`config.mk`:
```
export PLATFORM = sky130hd
export DESIGN_NAME = drm_refresh_sched
export DESIGN_NICKNAME = d
export VERILOG_FILES = /design/src/drm_busy_timer.v /design/src/drm_refresh_sched.v
export VERILOG_INCLUDE_DIRS = /design/src
export SDC_FILE = /design/constraint.sdc
export NUM_CORES = 1
export LEC_CHECK = 0
export BUFFER_PORTS_ARGS = -buffer_cell sky130_fd_sc_hd__buf_2
export CAP_MARGIN = 20
export CELL_PAD_IN_SITES_DETAIL_PLACEMENT = 1
export CELL_PAD_IN_SITES_GLOBAL_PLACEMENT = 1
export CORE_MARGIN = 3
export CORE_UTILIZATION = 49
export DETAILED_ROUTE_END_ITERATION = 16
export PLACE_DENSITY = 0.89
export SLEW_MARGIN = 20
export SYNTH_ARGS = -nofsm -noshare
export SYNTH_HDL_FRONTEND = slang
export SYNTH_HIERARCHICAL = 1
export SYNTH_SLANG_ARGS = --single-unit
```
`constraint.sdc`:
```
create_clock -name clk_sys -period 5 [get_ports clk_sys]
set_input_delay 1 -clock clk_sys [delete_from_list [all_inputs] [get_ports clk_sys]]
set_output_delay 1 -clock clk_sys [all_outputs]
set_load 0.05 [all_outputs]
```
`src/drm_refresh_regs.vh`:
```
// constants for the refresh scheduling block
`ifndef DRM_REFRESH_REGS_VH
`define DRM_REFRESH_REGS_VH

// clock and printed times
`define DRM_CLK_PERIOD_NS 10
`define DRM_ALL_BANK_REFRESH_CYCLE_TIME_NS 380
`define DRM_PER_BANK_REFRESH_CYCLE_TIME_NS 190
`define DRM_AVERAGE_REFRESH_INTERVAL_NS 3904
// least times round up, the average interval rounds down
`define DRM_ALL_BANK_REFRESH_CYCLE_TIME_CYC ((`DRM_ALL_BANK_REFRESH_CYCLE_TIME_NS + `DRM_CLK_PERIOD_NS - 1) / `DRM_CLK_PERIOD_NS)
`define DRM_PER_BANK_REFRESH_CYCLE_TIME_CYC ((`DRM_PER_BANK_REFRESH_CYCLE_TIME_NS + `DRM_CLK_PERIOD_NS - 1) / `DRM_CLK_PERIOD_NS)
`define DRM_AVERAGE_REFRESH_INTERVAL_CYC (`DRM_AVERAGE_REFRESH_INTERVAL_NS / `DRM_CLK_PERIOD_NS)

// command decode at the first link clock edge, CA[4:0]
`define DRM_CA_REFRESH 5'h08
`define DRM_CA_SR_ENTRY 5'h18
`define DRM_CA_SR_EXIT 5'h14
`define DRM_CA_AB_BIT 5

// refresh rate codes
`define DRM_RATE_LOW_LIMIT 3'h0
`define DRM_RATE_4X 3'h1
`define DRM_RATE_2X 3'h2
`define DRM_RATE_1X 3'h3
`define DRM_RATE_HALF 3'h4
`define DRM_RATE_QUARTER_A 3'h5
`define DRM_RATE_QUARTER_B 3'h6
`define DRM_RATE_HIGH_LIMIT 3'h7

// tally counts in eighths of an all-bank refresh
`define DRM_EIGHTHS_AB 8'sh08
`define DRM_EIGHTHS_PB 8'sh01
`define DRM_TALLY_MAX 8'sh40
`define DRM_TALLY_MIN (-8'sh40)
`define DRM_TALLY_CEIL 8'sh7F

// reset values
`define DRM_BANK_RESET 3'h0
`define DRM_ROW_RESET 16'h0000

`endif

```
`src/drm_busy_timer.v`:
```
// countdown timer holding a busy level for a loaded number of cycles
`timescale 1ns/100ps
module drm_busy_timer #(
  parameter WIDTH = 8
) (
  // clock and reset
  input wire clk_sys,
  input wire resetn,
  // control
  input wire load,
  input wire [WIDTH-1:0] loadValue,
  // status
  output reg busy
);
  reg [WIDTH-1:0] count;

  always @(posedge clk_sys) begin
    if (!resetn) begin
      count <= {WIDTH{1'b0}};
      busy <= 1'b0;
    end else if (load) begin
      count <= loadValue;
      busy <= 1'b1;
    end else if (count != {WIDTH{1'b0}}) begin
      count <= count - {{(WIDTH-1){1'b0}}, 1'b1};
      busy <= (count != {{(WIDTH-1){1'b0}}, 1'b1});
    end else begin
      busy <= 1'b0;
    end
  end
endmodule

```
`src/drm_refresh_sched.v`:
```
// refresh scheduling logic inside the sdram: bank and row counters, busy banks, tally
// Functional notes
// - refreshing bank refused, other banks stay usable
// - refreshed bank returns idle after cycle
// - all-bank refresh zeroes bank counter
// - all banks idle after all-bank cycle
// - tally frozen during self refresh
// - rate code scales interval, valid 001-110
// - reset and self refresh exit zero counter
// - refresh after all-bank uses incremented row
// - bank address on CA0-CA2 second edge
`timescale 1ns/100ps
`include "drm_refresh_regs.vh"
module drm_refresh_sched #(
  parameter ROW_WIDTH = 16,
  parameter TIMER_WIDTH = 8,
  parameter INTERVAL_WIDTH = 12
) (
  // system clock and reset
  input wire clk_sys,
  input wire resetn,
  // link pins, all asynchronous to clk_sys
  input wire memClk,
  input wire memResetN,
  input wire csPin,
  input wire [5:0] caPin,
  // temperature sensor rate code, asynchronous
  input wire [2:0] sensorRate,
  // counters
  output reg [2:0] bankCounter,
  output reg [ROW_WIDTH-1:0] rowCounter,
  output reg [ROW_WIDTH-1:0] refreshRow,
  // bank state
  output reg [7:0] bankBusy,
  output reg selfRefresh,
  // command strobes
  output reg refreshAbPulse,
  output reg refreshPbPulse,
  output reg [2:0] refreshBank,
  // rate and budget
  output reg [2:0] rateCode,
  output reg rateValid,
  output reg signed [7:0] postponedTally,
  output reg tallyOverLimit
);
  // integer timing figures, cut to the counter widths on purpose below
  localparam [31:0] LIMIT_4X = `DRM_AVERAGE_REFRESH_INTERVAL_CYC * 4;
  localparam [31:0] LIMIT_2X = `DRM_AVERAGE_REFRESH_INTERVAL_CYC * 2;
  localparam [31:0] LIMIT_1X = `DRM_AVERAGE_REFRESH_INTERVAL_CYC;
  localparam [31:0] LIMIT_HALF = `DRM_AVERAGE_REFRESH_INTERVAL_CYC / 2;
  localparam [31:0] LIMIT_QUARTER = `DRM_AVERAGE_REFRESH_INTERVAL_CYC / 4;
  localparam [31:0] PB_CYCLES = `DRM_PER_BANK_REFRESH_CYCLE_TIME_CYC;
  localparam [31:0] AB_CYCLES = `DRM_ALL_BANK_REFRESH_CYCLE_TIME_CYC;
  // two-stage synchronisers; stage one feeds stage two only
  reg clkMeta, clkSync, clkPrev;
  reg rstMeta, rstSync;
  reg csMeta, csSync;
  reg [5:0] caMeta, caSync;
  reg [2:0] rateMeta, rateSync;
  // command decode state
  reg secondEdge;
  reg cmdIsAb;
  reg [7:0] pbLoad;
  reg abLoad;
  reg [INTERVAL_WIDTH-1:0] intervalCount;
  reg [INTERVAL_WIDTH-1:0] intervalLimit;
  reg intervalTick;
  reg signed [7:0] next_tally;
  wire clkRise;
  wire [7:0] pbBusy;
  wire abBusy;
  wire firstRefresh;

  always @(posedge clk_sys) begin
    if (!resetn) begin
      clkMeta <= 1'b0;
      clkSync <= 1'b0;
      clkPrev <= 1'b0;
      rstMeta <= 1'b0;
      rstSync <= 1'b0;
      csMeta <= 1'b0;
      csSync <= 1'b0;
      caMeta <= 6'h00;
      caSync <= 6'h00;
      rateMeta <= 3'h0;
      rateSync <= 3'h0;
    end else begin
      clkMeta <= memClk;
      clkSync <= clkMeta;
      clkPrev <= clkSync;
      rstMeta <= memResetN;
      rstSync <= rstMeta;
      csMeta <= csPin;
      csSync <= csMeta;
      caMeta <= caPin;
      caSync <= caMeta;
      rateMeta <= sensorRate;
      rateSync <= rateMeta;
    end
  end

  // cs and ca share the clock's synchroniser depth, so they line up at the edge
  assign clkRise = clkSync & ~clkPrev;
  assign firstRefresh = clkRise & csSync & ~secondEdge & (caSync[4:0] == `DRM_CA_REFRESH);

  // command sequencer and counters
  always @(posedge clk_sys) begin
    if (!resetn) begin
      secondEdge <= 1'b0;
      cmdIsAb <= 1'b0;
      bankCounter <= `DRM_BANK_RESET;
      rowCounter <= `DRM_ROW_RESET;
      refreshRow <= `DRM_ROW_RESET;
      selfRefresh <= 1'b0;
      refreshAbPulse <= 1'b0;
      refreshPbPulse <= 1'b0;
      refreshBank <= 3'h0;
      pbLoad <= 8'h00;
      abLoad <= 1'b0;
    end else begin
      refreshAbPulse <= 1'b0;
      refreshPbPulse <= 1'b0;
      pbLoad <= 8'h00;
      abLoad <= 1'b0;
      if (!rstSync) begin
        bankCounter <= `DRM_BANK_RESET;
        selfRefresh <= 1'b0;
        secondEdge <= 1'b0;
      end else if (firstRefresh) begin
        secondEdge <= 1'b1;
        cmdIsAb <= caSync[`DRM_CA_AB_BIT];
      end else if (clkRise & secondEdge) begin
        secondEdge <= 1'b0;
        refreshRow <= rowCounter;
        if (cmdIsAb) begin
          refreshAbPulse <= 1'b1;
          abLoad <= 1'b1;
          bankCounter <= `DRM_BANK_RESET;
          rowCounter <= rowCounter + {{(ROW_WIDTH-1){1'b0}}, 1'b1};
        end else begin
          refreshPbPulse <= 1'b1;
          refreshBank <= caSync[2:0];
          pbLoad <= 8'h01 << caSync[2:0];
          bankCounter <= bankCounter + 3'h1;
          if (bankCounter == 3'h7) begin
            rowCounter <= rowCounter + {{(ROW_WIDTH-1){1'b0}}, 1'b1};
          end
        end
      end else if (clkRise & csSync) begin
        if (caSync[4:0] == `DRM_CA_SR_ENTRY) begin
          selfRefresh <= 1'b1;
        end else if (caSync[4:0] == `DRM_CA_SR_EXIT) begin
          selfRefresh <= 1'b0;
          bankCounter <= `DRM_BANK_RESET;
        end
      end
    end
  end

  // per-bank and all-bank busy timers
  genvar gi;
  generate
    for (gi = 0; gi < 8; gi = gi + 1) begin : pbTimer
      drm_busy_timer #(.WIDTH(TIMER_WIDTH)) uTimer (
        .clk_sys(clk_sys),
        .resetn(resetn),
        .load(pbLoad[gi]),
        .loadValue(PB_CYCLES[TIMER_WIDTH-1:0]),
        .busy(pbBusy[gi])
      );
    end
  endgenerate

  drm_busy_timer #(.WIDTH(TIMER_WIDTH)) uAbTimer (
    .clk_sys(clk_sys),
    .resetn(resetn),
    .load(abLoad),
    .loadValue(AB_CYCLES[TIMER_WIDTH-1:0]),
    .busy(abBusy)
  );

  // busy banks refuse access; the rest stay open. expiry leaves banks idle
  always @(posedge clk_sys) begin
    if (!resetn) begin
      bankBusy <= 8'h00;
    end else begin
      bankBusy <= pbBusy | {8{abBusy}};
    end
  end

  // interval length scaled by the rate code
  always @* begin
    case (rateSync)
      `DRM_RATE_4X: intervalLimit = LIMIT_4X[INTERVAL_WIDTH-1:0];
      `DRM_RATE_2X: intervalLimit = LIMIT_2X[INTERVAL_WIDTH-1:0];
      `DRM_RATE_1X: intervalLimit = LIMIT_1X[INTERVAL_WIDTH-1:0];
      `DRM_RATE_HALF: intervalLimit = LIMIT_HALF[INTERVAL_WIDTH-1:0];
      `DRM_RATE_QUARTER_A: intervalLimit = LIMIT_QUARTER[INTERVAL_WIDTH-1:0];
      `DRM_RATE_QUARTER_B: intervalLimit = LIMIT_QUARTER[INTERVAL_WIDTH-1:0];
      default: intervalLimit = {INTERVAL_WIDTH{1'b0}};
    endcase
  end

  // interval timer stops in self refresh and at the limit codes
  always @(posedge clk_sys) begin
    if (!resetn) begin
      intervalCount <= {INTERVAL_WIDTH{1'b0}};
      intervalTick <= 1'b0;
      rateCode <= `DRM_RATE_LOW_LIMIT;
      rateValid <= 1'b0;
    end else begin
      rateCode <= rateSync;
      rateValid <= (rateSync != `DRM_RATE_LOW_LIMIT) && (rateSync != `DRM_RATE_HIGH_LIMIT);
      intervalTick <= 1'b0;
      if (selfRefresh || intervalLimit == {INTERVAL_WIDTH{1'b0}}) begin
        intervalCount <= {INTERVAL_WIDTH{1'b0}};
      end else if (intervalCount + {{(INTERVAL_WIDTH-1){1'b0}}, 1'b1} >= intervalLimit) begin
        intervalCount <= {INTERVAL_WIDTH{1'b0}};
        intervalTick <= 1'b1;
      end else begin
        intervalCount <= intervalCount + {{(INTERVAL_WIDTH-1){1'b0}}, 1'b1};
      end
    end
  end

  // tally in eighths: positive is postponed, negative is pulled in
  always @* begin
    next_tally = postponedTally;
    // a tick already in flight when self refresh starts must not land
    if (intervalTick && !selfRefresh && next_tally <= `DRM_TALLY_CEIL - `DRM_EIGHTHS_AB) begin
      next_tally = next_tally + `DRM_EIGHTHS_AB;
    end
    if (refreshAbPulse) begin
      next_tally = next_tally - `DRM_EIGHTHS_AB;
    end else if (refreshPbPulse) begin
      next_tally = next_tally - `DRM_EIGHTHS_PB;
    end
    // pull-ins beyond eight buy nothing later
    if (next_tally < `DRM_TALLY_MIN) begin
      next_tally = `DRM_TALLY_MIN;
    end
  end

  always @(posedge clk_sys) begin
    if (!resetn) begin
      postponedTally <= 8'sh00;
      tallyOverLimit <= 1'b0;
    end else begin
      postponedTally <= next_tally;
      tallyOverLimit <= (next_tally > `DRM_TALLY_MAX);
    end
  end
endmodule

```
== Word-level counts from Yosys, hierarchy flattened ==
Index checks and enable logic that the tools add are counted.

* ROM bits: 0
* Latch bits: 0
* Logic and storage cells: 215
* Memory bits (writable): 0
* Flip-flop bits (word level): 191
* Bits of input ports: 14
* Memories kept: 0
* Output and inout bits: 62

* Magnitude comparators: 4
* Equality and inequality tests: 21
* Shifts and indexed selects: 1
* $mul: 0
* Add/sub/neg operators: 15
* Mux-type cells: 55
* Bitwise logic cells: 13
* Div/mod/pow operators: 0
* Reductions and logical operators: 51

{| class="wikitable"
|+ Operators with widths
! kind !! number
|-
| 2-to-1 mux 5 bit || 16
|-
| inequality test 8 x 1 -> 1 bit, second input constant || 9
|-
| nonzero test 8 bit || 9
|-
| subtractor 8 x 1 -> 8 bit, second input constant || 9
|-
| one-hot mux 11 bit (5 select lines) || 1
|-
| 2-to-1 mux 16 bit || 2
|-
| 2-to-1 mux 8 bit || 4
|-
| nonzero test 2 bit || 14
|-
| 2-to-1 mux 1 bit || 25
|-
| OR reduction 2 bit || 11
|-
| adder 16 x 1 -> 16 bit, second input constant || 1
|-
| AND reduction 4 bit || 4
|-
| 2-to-1 mux 3 bit || 5
|-
| adder 12 x 1 -> 12 bit, second input constant || 1
|-
| equality test 3 bit, second input constant || 4
|-
| >= comparator 12 bit || 1
|-
| logical NOT 12 bit || 1
|-
| 2-to-1 mux 6 bit || 2
|-
| equality test 5 bit, second input constant || 2
|-
| adder 8 x 5 -> 8 bit, second input constant || 1
|-
| > comparator 8 bit, second input constant || 1
|-
| less-or-equal comparator 8 bit, second input constant || 1
|-
| less-than comparator 8 x 7 -> 1 bit, second input constant || 1
|-
| OR 8 bit || 1
|-
| 20 further kinds || 34
|}

== Depth between registers and ports, before layout ==
* Depth in word-level cells: 10
* Depth in mapped cells: 10
* Gate-level depth less buffers: 10

== Hierarchy ==
The synthesis kept the hierarchy.

{| class="wikitable"
|+ Modules (own cells, without submodules)
! module !! cells each !! seq. area each (µm²) !! times used !! area each (µm²)
|-
| drm_busy_timer || 64 || 180.2 || 9 || 538.0
|-
| drm_refresh_sched || 488 || 2202.1 || 1 || 4464.3
|}

== Least setup slack after synthesis ==
No wires, ideal clock.

* Path kind: flip-flop to flip-flop
* From: register postponedTally[4]
* To: register tallyOverLimit
* Data required time: 4.897 ns
* Path slack: 2.305 ns
* Cell stages (with the launch flop): 9
* Arrival time: 2.591 ns
* Clock period less this slack: 2.695 ns
* Library setup time: 0.103 ns
* Path buffers: 0
* Path through: dfxtp_1 ha_1 a221oi_1 ha_1 nor2b_1 o31a_1 xnor2_1 a2111oi_2 a2111oi_2

* Cells in the longest elaborated chain, start to end: 9
* Elaborated cells between the ends (all ways): 11
* Those cells by class: add/sub: 3; order compare: 3; mux: 4; reduce/logical: 1

{| class="wikitable"
|+ Ends and longest elaborated chain
! element !! RTL line !! text
|-
| from (decl) || drm_refresh_sched.v:43 || <nowiki>output reg signed [7:0] postponedTally,</nowiki>
|-
| from (signal assigned) || drm_refresh_sched.v:249 || <nowiki>postponedTally <= next_tally;</nowiki>
|-
| less-or-equal comparator 8 bit (no line) || - ||
|-
| logical AND 1 bit (no line) || - ||
|-
| 2-to-1 mux 8 bit * || drm_refresh_sched.v:230 || <nowiki>if (intervalTick && !selfRefresh && next_tally <= `DRM_TALLY_CEIL - `DRM_EIGHTHS_AB) begin</nowiki>
|-
| subtractor 8 x 2 -> 8 bit (no line) || - ||
|-
| 2-to-1 mux 8 bit || drm_refresh_sched.v:235 || <nowiki>end else if (refreshPbPulse) begin</nowiki>
|-
| 2-to-1 mux 8 bit * || drm_refresh_sched.v:233 || <nowiki>if (refreshAbPulse) begin</nowiki>
|-
| less-than comparator 8 x 7 -> 1 bit (no line) || - ||
|-
| 2-to-1 mux 8 bit * || drm_refresh_sched.v:239 || <nowiki>if (next_tally < `DRM_TALLY_MIN) begin</nowiki>
|-
| > comparator 8 bit (no line) * || - ||
|-
| to (signal assigned) || drm_refresh_sched.v:250 || <nowiki>tallyOverLimit <= (next_tally > `DRM_TALLY_MAX);</nowiki>
|-
| to (decl) || drm_refresh_sched.v:44 || <nowiki>output reg tallyOverLimit</nowiki>
|}

Every way passes the cells marked *; elsewhere a longest branch is shown, timed or not.
A chain may end at the register's enable or synchronous reset.

== Worst setup path in the final report ==
* From: register rstSync
* To: register rowCounter[14]

* Cells in the longest elaborated chain, start to end: 1

{| class="wikitable"
|+ Ends and longest elaborated chain
! element !! RTL line !! text
|-
| from (decl) || drm_refresh_sched.v:56 || <nowiki>reg rstMeta, rstSync;</nowiki>
|-
| from (signal assigned) || drm_refresh_sched.v:92 || <nowiki>rstSync <= rstMeta;</nowiki>
|-
| AND reduction 4 bit (no line) || - ||
|-
| to (signal assigned) || drm_refresh_sched.v:112 || <nowiki>rowCounter <= `DRM_ROW_RESET;</nowiki>
|-
| to (signal assigned) || drm_refresh_sched.v:139 || <nowiki>rowCounter <= rowCounter + {{(ROW_WIDTH-1){1'b0}}, 1'b1};</nowiki>
|-
| to (signal assigned) || drm_refresh_sched.v:146 || <nowiki>rowCounter <= rowCounter + {{(ROW_WIDTH-1){1'b0}}, 1'b1};</nowiki>
|-
| to (decl) || drm_refresh_sched.v:31 || <nowiki>output reg [ROW_WIDTH-1:0] rowCounter,</nowiki>
|}

No other way between the ends.

==> metrics.txt <==
Main synth FF type=dfxtp_1; initial antenna violation count=0; Pre-antenna DRT Iters=7; area of the die=0.0207 mm²; ant diodes=0; area occupied by multi-input gates=0.00533 mm²; GRT Total Usage=about a quarter; Register Area=0.00382 mm²; RSZ-0062 raised after global routing=false; share of cells above drive strength 1=a little over a tenth; Reg-to-Reg Start=rstSync$_SDFF_PN0_; WP depth=6; Critical Path, Cell by Cell=nand4b_1, nor2_1, nand4_1, nor3_1, xnor2_1, nor2_1; FFs w/ async S/R, synth=0%; simple logic cell fraction of the synthesized area=25.2%; Post-Synth Adder-Cell Area=6.05%; combinational family with the most area after synthesis=simple AND/OR/NAND/NOR gates; synth top area cells=dfxtp_1, ha_1, xor2_1; Unique masters post-synth=64; worst-case reg-to-reg path depth=6; Startpoint Class=flip-flop; htree depth=4; first-pass GRT wire length=~42 mm; mean post-synth cell area=about 8.7 µm²; GRT overflow=0; xor and xnor area share after synthesis=4.99%; Crit path max-delay family=simple AND/OR/NAND/NOR gates; setup TNS=0 ps; detailed placement HPWL=about 16 mm; setup ws final=2020 ps; fin crit share=59.5%; FF+latch count, synth=191; Cell Rows=~50; Gate power share=37.5%; R2R Path End=rowCounter[14]$_SDFFE_PN0P_; minimum hold slack=442 ps; crit path buf inv count=0; Max Cap Viol=0; die width=144 µm; Critical Path Max Stage Delay=830 ps; Sink Count=191; Least-Margin Pin Slew=1030 ps; maximum vdd ir drop=0.304 mV; max-slew violations=0; crit path to=rowCounter[14]$_SDFFE_PN0P_; sw frac=40.3%; post-DR wirelength/cell=18.0 µm; # IOs=76; WL final=25.6 mm; filler cell count=approximately 2200; Setup Crit Path Kind=flip-flop to flip-flop; CTS Buffer Depth=2; TritonCTS buffer count=17; EDFF count, synth=0; CTS tree=built; final net count=1244; Leakage=4.34 nW; f_max=approximately 0.34 GHz; final number of hold-violating endpoints=0; Max FO, Critical Path=23; post-CTS setup buffers=0; Pwr Density=545 mW/mm²; Synth Warn #=6; outcome=complete, no violations; Vias=roughly 8300; Worst EP required=around 5300 ps; Synth Area in Compound Gates=17.8%; Placement Setup Slack=around 2000 ps; Critical Path Source=rstSync$_SDFF_PN0_; Final ANT Viol Nets=0; via/cell ratio=5.82; setup slack, reg-to-reg=around 2000 ps; largest net degree at the start of global routing=76; Cells after DPL=1395; number of global-route vias before repair=8598; Placer Congestion=0.795; mux cell area share after synthesis=0.376%; Seq/Total Area, Yosys=41.1%; Skew-Pair Late Insertion Delay=450 ps; worst clock skew=8.77 ps; I/O Buffers=75; CP max-delay cell=nand4b_1; root buffer cell=clkbuf_16; most common cell in the netlist=dfxtp_1; Sw Pwr=0.00234 W; clock share of power=23.9%; Die H=144 µm; DRC errors left=0; area delta synth->final=14.4%; Mapped Cells=around 1100; CP most frequent cell=nor2_1; cts hold-fix bufs=0; core area=0.0183 mm²; sequential share of power=38.5%; Setup-failing EPs final=0; Max-slew headroom=around 31%; cell taking the most area after synthesis=dfxtp_1; crit path time final=2980 ps; post_cts resized=0; area fraction of the dominant cell type after synthesis=41.1%; initial core utilization=50.8%; non-filler cells in the finished layout=1427; drt first-iter violations=395; CP arrival=3280 ps; top cells by count, synth=dfxtp_1, nand2_1, nor2_1; Worst Setup End Kind=flip-flop; internal power=0.00346 W; synthesized cell area=0.00931 mm²; clock slew at reported path FFs=roughly 80 ps; type of the worst min-delay path=flip-flop to flip-flop
==> state kept, by name, summed over array words and instances, names as in the netlist, 3 cells and up <==
| register | cells |
|---|---|
| caSync | 6 |
| refreshRow | 16 |
| postponedTally | 8 |
| bankCounter | 3 |
| pbTimer.uTimer/count | 64 |
| rateMeta | 3 |
| intervalCount | 12 |
| bankBusy | 8 |
| caMeta | 6 |
| rateSync | 3 |
| uAbTimer/count | 8 |
| rateCode | 3 |
| rowCounter | 16 |
| pbTimer.uTimer/busy | 8 |
| pbLoad | 8 |
| refreshBank | 3 |
==> power by group through the flow <==
stage          logic [W]  registers, W  clock network (W)
4_1_cts          0.00217       0.00222            0.00141
3_5_place_dp     0.00210       0.00225                  0
6_report         0.00218       0.00223            0.00139
3_3_place_gp     0.00199       0.00223                  0
2_1_floorplan    0.00165       0.00221                  0
5_1_grt          0.00245       0.00228            0.00148
==> layout make-up <==
| class | count | area share [%] |
|---|---|---|
| clock buffer | 18 | 4.13 |
| clock inverter | 14 | 1.56 |
| inverter | 56 | 1.97 |
| multi-input combinational | 843 | 50.1 |
| sequential | 191 | 35.9 |
| tap | 229 | 2.69 |
| timing repair buffer | 76 | 3.62 |
==> worst reg2reg max path, stage by stage, from the launching register on <==
cell and delay [ps]:
dfxtp_1 410, nand4b_1 830, nor2_1 630, nand4_1 370, nor3_1 330, xnor2_1 180, nor2_1 70
==> cell families (layout without fill, tap and decap cells) <==
kind of cell | after synthesis | after routing
compound gates | 247 | 247
other cells | 2 | 73
flops | 191 | 191
xor+xnor | 53 | 53
fa+ha+maj | 45 | 45
mux | 3 | 3
buf+inv | 101 | 164
simple gates | 422 | 422
==> cell usage in the layout, fill, tap and decap left out, drive strengths merged, types with 20 or more instances in the layout <==
master,n
inv,63
xnor2,20
nand3,49
nor3,46
buf,76
and2,29
xor2,33
or4,27
o21ai,65
nand2,71
ha,45
a21oi,48
nor2,64
conb,73
nand2b,26
dfxtp,191
==> through the flow <==
stage	total power (W)	cell area (µm²)	util, %
floorplan	0.00385	9570	-
global placement	0.00422	10000	54.8
detailed placement	0.00434	10000	54.8
CTS	0.00580	10600	58.1
global route	0.00621	10600	58.1
finish	0.00580	10600	58.1
==> per-layer routing <==
layer | vias up | track usage [%] | share of wire, %
met3 | 42 | 6.42 | 3.8
li1 | 4021 | - | -
met4 | 0 | 8.28 | 1.9
met2 | 155 | 46.7 | 52
met5 | - | 0 | 0
met1 | 4081 | 29.1 | 42
==> how the worst min path moves through the flow <==
stage / from / endpoint / depth (start not counted)
2_1_floorplan: pbTimer[0].uTimer/busy$_SDFF_PN0_ / bankBusy[0]$_SDFF_PN0_ / 2
3_3_place_gp: rateMeta[2]$_SDFF_PN0_ / rateSync[2]$_SDFF_PN0_ / 1
3_5_place_dp: caMeta[0]$_SDFF_PN0_ / caSync[0]$_SDFF_PN0_ / 1
4_1_cts: rateMeta[1]$_SDFF_PN0_ / rateSync[1]$_SDFF_PN0_ / 1
5_1_grt: caMeta[1]$_SDFF_PN0_ / caSync[1]$_SDFF_PN0_ / 1
6_report: rateMeta[1]$_SDFF_PN0_ / rateSync[1]$_SDFF_PN0_ / 1
(Power assumes the default switching activity.)
